--- config.mk ---
export PLATFORM = sky130hd
export DESIGN_NAME = dbc_core_flat
export DESIGN_NICKNAME = d
export VERILOG_FILES = /design/src/dbc_pkg.sv /design/src/dbc_link_if.sv /design/src/dbc_round.sv /design/src/dbc_core.sv /design/src/flat_wrapper.sv
export SDC_FILE = /design/constraint.sdc
export NUM_CORES = 1
export LEC_CHECK = 0
export BUFFER_PORTS_ARGS = -buffer_cell sky130_fd_sc_hd__clkbuf_2
export CAP_MARGIN = 20
export CORE_MARGIN = 4
export CORE_UTILIZATION = 30
export CTS_BUF_LIST = sky130_fd_sc_hd__clkbuf_16
export CTS_CLUSTER_SIZE = 8
export DETAILED_ROUTE_END_ITERATION = 8
export PLACE_DENSITY = 0.45
export RECOVER_POWER = 50
export SLEW_MARGIN = 20
export SYNTH_ARGS = -nofsm -noshare
export SYNTH_HDL_FRONTEND = slang
export SYNTH_SLANG_ARGS = --single-unit
export TNS_END_PERCENT = 50
--- constraint.sdc ---
create_clock -name pclk -period 19.3 [get_ports pclk]
set_clock_uncertainty 0.2 [all_clocks]
set_input_delay 0 -clock pclk [delete_from_list [all_inputs] [get_ports pclk]]
set_output_delay 0 -clock pclk [all_outputs]
set_load 0.03 [all_outputs]
--- src/dbc_pkg.sv ---
// shared constants, tables and types for both des block cipher ends
package dbc_pkg;

	// datapath widths and round bookkeeping
	localparam int          DBC_BLK_W    = 64;
	localparam int          DBC_HALF_W   = 32;
	localparam int          DBC_CD_W     = 28;
	localparam int          DBC_SUB_W    = 48;
	localparam logic [3:0]  DBC_RND_RST  = 4'h0;
	localparam logic [3:0]  DBC_LAST_RND = 4'hF;
	localparam logic [15:0] DBC_SHIFT2   = 16'h7EFC; // set bit: that round rotates by two
	localparam logic [63:0] DBC_DATA_RST = 64'h0;

	// apb register byte offsets of the controller end
	localparam logic [7:0] DBC_A_KEY_HI  = 8'h00;
	localparam logic [7:0] DBC_A_KEY_LO  = 8'h04;
	localparam logic [7:0] DBC_A_DIN_HI  = 8'h08;
	localparam logic [7:0] DBC_A_DIN_LO  = 8'h0C;
	localparam logic [7:0] DBC_A_CTRL    = 8'h10;
	localparam logic [7:0] DBC_A_CMD     = 8'h14;
	localparam logic [7:0] DBC_A_STAT    = 8'h18;
	localparam logic [7:0] DBC_A_DOUT_HI = 8'h1C;
	localparam logic [7:0] DBC_A_DOUT_LO = 8'h20;

	// field positions
	localparam int         DBC_CTRL_DIR  = 0;
	localparam int         DBC_CTRL_PAR  = 1;
	localparam int         DBC_CTRL_HOLD = 2;
	localparam int         DBC_CMD_START = 0;
	localparam int         DBC_CMD_ABORT = 1;
	localparam int         DBC_STAT_DONE = 1;
	localparam logic [2:0] DBC_CTRL_RST  = 3'h1; // encrypt, parity off, no hold

	typedef enum logic [1:0] {
		DBC_IDLE = 2'b00,
		DBC_RUN  = 2'b01
	} dbc_state_t;

	// bit tables, 1 is the most significant bit of a bus
	localparam byte unsigned DBC_IP [64] = '{58, 50, 42, 34, 26, 18, 10, 2, 60, 52, 44, 36,
		28, 20, 12, 4, 62, 54, 46, 38, 30, 22, 14, 6, 64, 56, 48, 40, 32, 24, 16, 8, 57, 49,
		41, 33, 25, 17, 9, 1, 59, 51, 43, 35, 27, 19, 11, 3, 61, 53, 45, 37, 29, 21, 13, 5,
		63, 55, 47, 39, 31, 23, 15, 7};
	localparam byte unsigned DBC_FP [64] = '{40, 8, 48, 16, 56, 24, 64, 32, 39, 7, 47, 15,
		55, 23, 63, 31, 38, 6, 46, 14, 54, 22, 62, 30, 37, 5, 45, 13, 53, 21, 61, 29, 36, 4,
		44, 12, 52, 20, 60, 28, 35, 3, 43, 11, 51, 19, 59, 27, 34, 2, 42, 10, 50, 18, 58, 26,
		33, 1, 41, 9, 49, 17, 57, 25};
	localparam byte unsigned DBC_E [48] = '{32, 1, 2, 3, 4, 5, 4, 5, 6, 7, 8, 9, 8, 9, 10,
		11, 12, 13, 12, 13, 14, 15, 16, 17, 16, 17, 18, 19, 20, 21, 20, 21, 22, 23, 24, 25,
		24, 25, 26, 27, 28, 29, 28, 29, 30, 31, 32, 1};
	localparam byte unsigned DBC_P [32] = '{16, 7, 20, 21, 29, 12, 28, 17, 1, 15, 23, 26, 5,
		18, 31, 10, 2, 8, 24, 14, 32, 27, 3, 9, 19, 13, 30, 6, 22, 11, 4, 25};
	localparam byte unsigned DBC_PC1 [56] = '{57, 49, 41, 33, 25, 17, 9, 1, 58, 50, 42, 34,
		26, 18, 10, 2, 59, 51, 43, 35, 27, 19, 11, 3, 60, 52, 44, 36, 63, 55, 47, 39, 31, 23,
		15, 7, 62, 54, 46, 38, 30, 22, 14, 6, 61, 53, 45, 37, 29, 21, 13, 5, 28, 20, 12, 4};
	localparam byte unsigned DBC_PC2 [48] = '{14, 17, 11, 24, 1, 5, 3, 28, 15, 6, 21, 10, 23,
		19, 12, 4, 26, 8, 16, 7, 27, 20, 13, 2, 41, 52, 31, 37, 47, 55, 30, 40, 51, 45, 33,
		48, 44, 49, 39, 56, 34, 53, 46, 42, 50, 36, 29, 32};

	// substitution boxes, entry 0 in the top nibble, index {row, column}
	localparam logic [255:0] DBC_SBOX [8] = '{
		256'hE4D12FB83A6C59070F74E2D1A6CB953841E8D62BFC973A50FC8249175B3EA06D,
		256'hF18E6B34972DC05A3D47F28EC01A69B50E7BA4D158C6932FD8A13F42B67C05E9,
		256'hA09E63F51DC7B428D709346A285ECBF1D6498F30B12C5AE71AD069874FE3B52C,
		256'h7DE3069A1285BC4FD8B56F03472C1AE9A690CB7DF13E52843F06A1D8945BC72E,
		256'h2C417AB6853FD0E9EB2C47D150FA3986421BAD78F9C5630EB8C71E2D6F09A453,
		256'hC1AF92680D34E75BAF427C9561DE0B389EF528C3704A1DB6432C95FABE17608D,
		256'h4B2EF08D3C975A61D0B7491AE35C2F8614BDC37EAF6805926BD814A7950FE23C,
		256'hD2846FB1A93E50C71FD8A374C56B0E927B419CE206ADF35821E74A8DFC90356B};

endpackage : dbc_pkg

--- src/dbc_link_if.sv ---
// link between the cipher core and the controller that feeds it
`timescale 1ns/1ps
interface dbc_link_if (
	input wire logic pclk,
	input wire logic presetn
);
	logic [63:0] key;
	logic [63:0] block_in;
	logic [63:0] result;
	logic        direction_select;
	logic        advance_gate;
	logic        abort_request;
	logic        parity_test_on;
	logic        result_valid;
	logic        parity_fault;

	modport dev (
		input  pclk,
		input  presetn,
		input  key,
		input  block_in,
		input  direction_select,
		input  advance_gate,
		input  abort_request,
		input  parity_test_on,
		output result,
		output result_valid,
		output parity_fault
	);

	modport usr (
		input  pclk,
		input  presetn,
		output key,
		output block_in,
		output direction_select,
		output advance_gate,
		output abort_request,
		output parity_test_on,
		input  result,
		input  result_valid,
		input  parity_fault
	);
endinterface : dbc_link_if

--- src/dbc_round.sv ---
// one feistel round: expansion, key mix, substitution, permutation
`timescale 1ns/1ps
module dbc_round (
	input  wire logic [31:0] l_in,
	input  wire logic [31:0] r_in,
	input  wire logic [47:0] subkey,
	output logic      [31:0] l_out,
	output logic      [31:0] r_out
);
	logic [47:0] mixed;
	logic [31:0] sout;
	logic [31:0] fout;

	// expand the right half and mix in the round key
	always_comb begin
		for (int i = 0; i < dbc_pkg::DBC_SUB_W; i++) begin
			mixed[47 - i] = r_in[32 - int'(dbc_pkg::DBC_E[i])] ^ subkey[47 - i];
		end
	end

	// eight table lookups, six bits in and four bits out each
	for (genvar g = 0; g < 8; g++) begin : g_sbox
		logic [5:0] six;
		logic [5:0] idx;
		assign six = mixed[47 - 6 * g -: 6];
		assign idx = {six[5], six[0], six[4:1]};
		assign sout[31 - 4 * g -: 4] = dbc_pkg::DBC_SBOX[g][255 - 4 * int'(idx) -: 4];
	end

	// straight permutation, then swap halves
	always_comb begin
		for (int i = 0; i < dbc_pkg::DBC_HALF_W; i++) begin
			fout[31 - i] = sout[32 - int'(dbc_pkg::DBC_P[i])];
		end
		l_out = r_in;
		r_out = l_in ^ fout;
	end
endmodule : dbc_round

--- src/dbc_core.sv ---
// iterative des cipher core, one round per gated clock
`timescale 1ns/1ps
module dbc_core (
	dbc_link_if.dev link
);
	dbc_pkg::dbc_state_t st_q;
	dbc_pkg::dbc_state_t st_d;
	logic [3:0]          rnd_q;
	logic [3:0]          rnd_d;
	logic                dir_q;
	logic                dir_d;
	logic [27:0]         c_q;
	logic [27:0]         c_d;
	logic [27:0]         d_q;
	logic [27:0]         d_d;
	logic [31:0]         l_q;
	logic [31:0]         l_d;
	logic [31:0]         r_q;
	logic [31:0]         r_d;
	logic [63:0]         res_q;
	logic [63:0]         res_d;
	logic                val_q;
	logic                val_d;
	logic                pf_q;
	logic                pf_d;

	logic                loading;
	logic                dir_use;
	logic [3:0]          rnd_use;
	logic [1:0]          rot;
	logic [55:0]         cd_src;
	logic [63:0]         lr_src;
	logic [27:0]         c_rot;
	logic [27:0]         d_rot;
	logic [47:0]         subkey;
	logic [31:0]         l_new;
	logic [31:0]         r_new;
	logic [7:0]          byte_bad;

	// key reduction; the table never names bits 8, 16 .. 64
	function automatic logic [55:0] dbc_pc1(input logic [63:0] k);
		logic [55:0] o;
		for (int i = 0; i < 56; i++) begin
			o[55 - i] = k[64 - int'(dbc_pkg::DBC_PC1[i])];
		end
		return o;
	endfunction : dbc_pc1

	// round key selection from the rotated halves
	function automatic logic [47:0] dbc_pc2(input logic [55:0] cd);
		logic [47:0] o;
		for (int i = 0; i < dbc_pkg::DBC_SUB_W; i++) begin
			o[47 - i] = cd[56 - int'(dbc_pkg::DBC_PC2[i])];
		end
		return o;
	endfunction : dbc_pc2

	// initial permutation of the incoming block
	function automatic logic [63:0] dbc_ip(input logic [63:0] x);
		logic [63:0] o;
		for (int i = 0; i < dbc_pkg::DBC_BLK_W; i++) begin
			o[63 - i] = x[64 - int'(dbc_pkg::DBC_IP[i])];
		end
		return o;
	endfunction : dbc_ip

	// final permutation, inverse of the initial one
	function automatic logic [63:0] dbc_fp(input logic [63:0] x);
		logic [63:0] o;
		for (int i = 0; i < dbc_pkg::DBC_BLK_W; i++) begin
			o[63 - i] = x[64 - int'(dbc_pkg::DBC_FP[i])];
		end
		return o;
	endfunction : dbc_fp

	// rotate a key half by 0, 1 or 2 places
	function automatic logic [27:0] dbc_rot(input logic [27:0] x, input logic left,
		input logic [1:0] n);
		logic [27:0] o;
		o = x;
		if (n == 2'd1) begin
			o = left ? {x[26:0], x[27]} : {x[0], x[27:1]};
		end else if (n == 2'd2) begin
			o = left ? {x[25:0], x[27:26]} : {x[1:0], x[27:2]};
		end
		return o;
	endfunction : dbc_rot

	// a gated idle cycle takes fresh key and block, later ones use the schedules
	always_comb begin
		loading = (st_q == dbc_pkg::DBC_IDLE);
		cd_src  = loading ? dbc_pc1(link.key) : {c_q, d_q};
		lr_src  = loading ? dbc_ip(link.block_in) : {l_q, r_q};
		dir_use = loading ? link.direction_select : dir_q;
		rnd_use = loading ? dbc_pkg::DBC_RND_RST : rnd_q;
	end

	// encrypt rotates left before each round; decrypt walks the keys backwards by
	// rotating right, with no rotation before the first round
	always_comb begin
		if (dir_use) begin
			rot = dbc_pkg::DBC_SHIFT2[rnd_use] ? 2'd2 : 2'd1;
		end else if (rnd_use == dbc_pkg::DBC_RND_RST) begin
			rot = 2'd0;
		end else begin
			rot = dbc_pkg::DBC_SHIFT2[4'(5'd16 - {1'b0, rnd_use})] ? 2'd2 : 2'd1;
		end
		c_rot  = dbc_rot(cd_src[55:28], dir_use, rot);
		d_rot  = dbc_rot(cd_src[27:0], dir_use, rot);
		subkey = dbc_pc2({c_rot, d_rot});
	end

	dbc_round u_round (
		.l_in   (lr_src[63:32]),
		.r_in   (lr_src[31:0]),
		.subkey (subkey),
		.l_out  (l_new),
		.r_out  (r_new)
	);

	// round sequencing: abort wins, a low gate holds everything but the pulse
	always_comb begin
		st_d  = st_q;
		rnd_d = rnd_q;
		dir_d = dir_q;
		c_d   = c_q;
		d_d   = d_q;
		l_d   = l_q;
		r_d   = r_q;
		res_d = res_q;
		val_d = 1'b0; // one cycle pulse only
		if (link.abort_request) begin
			st_d  = dbc_pkg::DBC_IDLE;
			rnd_d = dbc_pkg::DBC_RND_RST;
			c_d   = '0;
			d_d   = '0;
			l_d   = '0;
			r_d   = '0;
		end else if (link.advance_gate) begin
			dir_d = dir_use; // latched at load, the core keeps it steady
			c_d   = c_rot;
			d_d   = d_rot;
			l_d   = l_new;
			r_d   = r_new;
			case (st_q)
				dbc_pkg::DBC_IDLE: begin
					st_d  = dbc_pkg::DBC_RUN;
					rnd_d = 4'h1;
				end
				dbc_pkg::DBC_RUN: begin
					if (rnd_q == dbc_pkg::DBC_LAST_RND) begin
						st_d  = dbc_pkg::DBC_IDLE; // next gated cycle loads again
						rnd_d = dbc_pkg::DBC_RND_RST;
						res_d = dbc_fp({r_new, l_new});
						val_d = 1'b1;
					end else begin
						rnd_d = rnd_q + 4'h1;
					end
				end
				default: begin
					st_d  = dbc_pkg::DBC_IDLE;
					rnd_d = dbc_pkg::DBC_RND_RST;
				end
			endcase
		end
		// gate low: all schedules hold, same path for either direction
	end

	// per byte odd parity test over all eight key bytes
	for (genvar g = 0; g < 8; g++) begin : g_par
		assign byte_bad[g] = ~^link.key[8 * g +: 8];
	end

	// fault follows the key every cycle, forced low when checking is off
	always_comb begin
		pf_d = link.parity_test_on & (|byte_bad);
	end

	// state registers, asynchronous reset to constants only
	always_ff @(posedge link.pclk or negedge link.presetn) begin
		if (!link.presetn) begin
			st_q  <= dbc_pkg::DBC_IDLE;
			rnd_q <= dbc_pkg::DBC_RND_RST;
			dir_q <= 1'b0;
			c_q   <= '0;
			d_q   <= '0;
			l_q   <= '0;
			r_q   <= '0;
			res_q <= dbc_pkg::DBC_DATA_RST;
			val_q <= 1'b0;
			pf_q  <= 1'b0;
		end else begin
			st_q  <= st_d;
			rnd_q <= rnd_d;
			dir_q <= dir_d;
			c_q   <= c_d;
			d_q   <= d_d;
			l_q   <= l_d;
			r_q   <= r_d;
			res_q <= res_d;
			val_q <= val_d;
			pf_q  <= pf_d;
		end
	end

	// result holds until the next block finishes; valid marks the one fresh cycle
	assign link.result       = res_q;
	assign link.result_valid = val_q;
	assign link.parity_fault = pf_q;

endmodule : dbc_core

--- src/flat_wrapper.sv ---
// flat-port wrapper written by rule: the top's interface ports become plain ports
module dbc_core_flat 
  (pclk, presetn, link_key, link_block_in, link_direction_select, link_advance_gate, link_abort_request, link_parity_test_on, link_result, link_result_valid, link_parity_fault);
  dbc_link_if link_i (.pclk(pclk), .presetn(presetn));
  input wire logic pclk;
  input wire logic presetn;
  input wire logic [$bits(link_i.key)-1:0] link_key;
  input wire logic [$bits(link_i.block_in)-1:0] link_block_in;
  input wire logic [$bits(link_i.direction_select)-1:0] link_direction_select;
  input wire logic [$bits(link_i.advance_gate)-1:0] link_advance_gate;
  input wire logic [$bits(link_i.abort_request)-1:0] link_abort_request;
  input wire logic [$bits(link_i.parity_test_on)-1:0] link_parity_test_on;
  output wire logic [$bits(link_i.result)-1:0] link_result;
  output wire logic [$bits(link_i.result_valid)-1:0] link_result_valid;
  output wire logic [$bits(link_i.parity_fault)-1:0] link_parity_fault;
  assign link_i.key = link_key;
  assign link_i.block_in = link_block_in;
  assign link_i.direction_select = link_direction_select;
  assign link_i.advance_gate = link_advance_gate;
  assign link_i.abort_request = link_abort_request;
  assign link_i.parity_test_on = link_parity_test_on;
  assign link_result = link_i.result;
  assign link_result_valid = link_i.result_valid;
  assign link_parity_fault = link_i.parity_fault;
  dbc_core u_core (.link(link_i));
endmodule
==> metrics.txt <==
slowest CP cell dfrtp_4; Simple-Gate Fraction of Synth Area 19.42%; fraction of power spent switching nets 50.64%; final hold vios 0; crit path cell chain and2_1 -> ha_1 -> nand2b_1 -> o22ai_1 -> nor4_4 -> buf_4 -> a21oi_2 -> buf_4 -> nor3_1 -> or4_1 -> nand2_1 -> inv_2 -> ha_1 -> or4_1 -> nand3_1 -> a21oi_1 -> o2bb2ai_1 -> a221oi_1 -> xor2_1 -> a211oi_1 -> dlygate4sd3_1; Syn Area/Cell 8.183 µm²; FF+latch area 4808 µm²; worst flop-to-flop path endpoint u_core.r_q[12]$_DFFE_PN0P_; DR pass1 iterations 5; worst hold start link_block_in[33]; Worst-Margin Slew 4.359 ns; Initial Util 30.27%; die area 66,330 µm²; Rel. slew slack -190.6%; Adder-Cell Fraction of Synth Area 3.751%; Met3 Routed Length 3904 µm; Flop pwr share 20.4%; Psw 0.001164 W; commonest non-fill, non-tap cell in the layout nand2_1; Yosys warning count 0; worst hold path class in -> reg; post-synthesis compound-gate area fraction 27.97%; footprint of the multi-input gates 12,940 µm²; Clk pwr share 16.8%; clock sinks 192; multiplexer share of the synthesized area 11.67%; Clk pin slew, worst setup/hold paths 0.09 ns; DR vias 19,330; Worst setup SP type register; hold-critical path endpoint u_core.link.result[33]$_DFFE_PN0P_; DRT Wirelength 80,780 µm; Die W 257.5 µm; Post-DP HPWL 60,960 µm; Netlist Area Pre-Place 18,680 µm²; vias in the first global route 18,960; fin crit share 36.80%; syn nets 2,473; Setup CP Type reg -> reg; Crit Path Max Fanout 41; Hold Buf Count CTS 82; clock root buffer clkbuf_16; Pint 0.001134 W; TritonCTS Buffers 17; cell family with most CP delay simple AND/OR/NAND/NOR gates; met2 wire length 38,580 µm; sequential element share of the synthesized area 25.72%; Synth Flop Type dfrtp_1; Post-layout nets 2,657; Syn-to-layout area delta 15.87%; initial antenna violation count 2; WL per Instance 24.34 µm; Synth async-reset ratio 100.0%; IO buf count 199; synthesized instance count 2,283; Post-CTS Setup Bufs 0; largest vdd supply drop 0.07853 mV; violated checks max-capacitance violations, max-slew violations; First DRT Iteration DRCs 1,856; post-route ant nets 0; EDFF count, synth 0; Hold Crit Depth 4; CP Capture Type register; first-pass GRT wire length 121,900 µm; FF-to-FF setup slack 12.20 ns; share of cells above drive strength 1 14.07%; XOR/XNOR share of the synthesized area 6.215%; largest family of logic cells by synthesized area compound AO/OA/AOI/OAI gates; routed vias/inst 5.823; Power Density 106.2 nW/µm²; Power Total 0.002298 W; Tmin final 7.102 ns; synthesized flop and latch total 192; io pins 200; synth unique cells 105; Worst R2R Start u_core.st_q[0]$_DFFE_PN0P_; RSZ-0062 raised after global routing no; highest routed layer met4; drc violations 0; core area 61,710 µm²; WP data required 19.55 ns; overall routing resource usage 23.75%; fillers 6,570; Setup-failing EPs final 0; r2r worst-path depth 21; clock latency on the worst-skew pair 0.51 ns; max-slew violations 195; CTS tree yes; GRT overflow 0; placer congestion estimate 0.9384; status finished, violations left; max_cap viols 3; FMAX 140.8 MHz; Crit path arrival time 7.35 ns; Metal-1 WL 35,850 µm; H-Tree Level Count 4; cts repair resizes 0; Leak 8.848 nW; Site Rows 91; Comb power frac 62.8%; pin count of the biggest net entering global routing 95; Buf/Inv on CP 4; final setup TNS 0 ns; Finished Core Util 35.08%; highest-count cells in the layout ignoring fill and taps nand2_1, nor2_1, dfrtp_1; die height 257.5 µm; slowest stage delay, CP 0.83 ns; Clock Path Buffers 2
==> synth_stat cells, types with 37 or more instances <==
library cell,number,area [µm²]
a211oi_1,100,750.7
dfrtp_1,192,4805
clkbuf_1,81,304.0
mux2i_1,138,1381
nand3_1,82,410.4
nor2_1,219,822.0
mux2_2,37,416.7
o211ai_1,53,397.9
buf_2,39,195.2
nor3_1,63,315.3
nand2_1,255,957.2
o21ai_0,133,665.6
ha_1,56,700.7
xnor2_1,92,805.8
a21oi_1,140,700.7
==> how the worst max path moves through the flow <==
stage | startpoint | to | slack, ns | depth (start not counted)
after floorplan | u_core.st_q[0]$_DFFE_PN0P_ | u_core.r_q[0]$_DFFE_PN0P_ | 12.76 | 29
after global placement | u_core.st_q[0]$_DFFE_PN0P_ | u_core.r_q[20]$_DFFE_PN0P_ | 12.55 | 14
after detailed placement | u_core.st_q[0]$_DFFE_PN0P_ | u_core.r_q[0]$_DFFE_PN0P_ | 12.52 | 15
after CTS | u_core.st_q[0]$_DFFE_PN0P_ | u_core.r_q[12]$_DFFE_PN0P_ | 12.31 | 21
after global routing | u_core.st_q[0]$_DFFE_PN0P_ | u_core.r_q[12]$_DFFE_PN0P_ | 11.89 | 21
final | u_core.st_q[0]$_DFFE_PN0P_ | u_core.r_q[12]$_DFFE_PN0P_ | 12.20 | 21
==> stage by stage <==
step / area (µm²) / setup WS, ns / cells / hold slack [ns]
after floorplan: 18680 / 12.76 / 2283 / -0.4956
after global placement: 20290 / 12.55 / 3203 / -0.1311
after detailed placement: 20300 / 12.52 / 3203 / -0.1103
after CTS: 21750 / 12.31 / 3317 / 0.01546
after global routing: 21640 / 11.89 / 3317 / 0.02491
final: 21650 / 12.20 / 3319 / 0.01225
==> final cells by class <==
type	instances	share of cell area, %
clock buffer	17	1.965
antenna	2	0.02312
multi-input combinational	1889	59.79
timing repair buffer	324	9.531
sequential	192	22.21
tap	837	4.838
inverter	43	0.7456
clock inverter	15	0.8959
==> worst reg2reg max path: cells and delay by family, from the launching register on <==
kind / cells / cell delay (ns)
AO/OA/AOI/OAI: 6 / 1.78
XOR/XNOR: 1 / 0.24
adder cells (fa/ha/maj): 2 / 0.51
buffers and inverters: 4 / 1.38
flip-flops: 1 / 0.83
AND/OR/NAND/NOR: 8 / 2.12
==> registers in the layout, indices dropped and copies added, names as in the netlist <==
register and cells:
u_core.st_q 1, u_core.l_q 32, u_core.link.parity_fault 1, u_core.c_q 28, u_core.r_q 32, u_core.d_q 28
u_core.dir_q 1, u_core.rnd_q 4, u_core.link.result 64, u_core.link.result_valid 1
==> per-layer routing <==
layer,vias up,global-route usage [%]
met5,-,0
met4,0,6.843
met3,105,3.354
met2,658,39.64
met1,9613,32.17
li1,8949,-
==> power groups by stage <==
stage,clock network (W),registers (W),logic (W)
finish,0.000387,0.000469,0.00144
global route,0.000412,0.000473,0.00156
CTS,0.000401,0.000468,0.00143
detailed placement,0,0.000476,0.00140
global placement,0,0.000474,0.00140
floorplan,0,0.000463,0.000997
==> cells by family after synthesis <==
kind of cell               count (synthesis)
AOI/OAI and AO/OA                        742
xor gates and xnor gates                 125
adders and majority gates                 56
buffers and inverters                    202
DFF                                      192
muxes                                    192
and+or+nand+nor                          774
No activity file was read; power rests on OpenSTA's default activity.
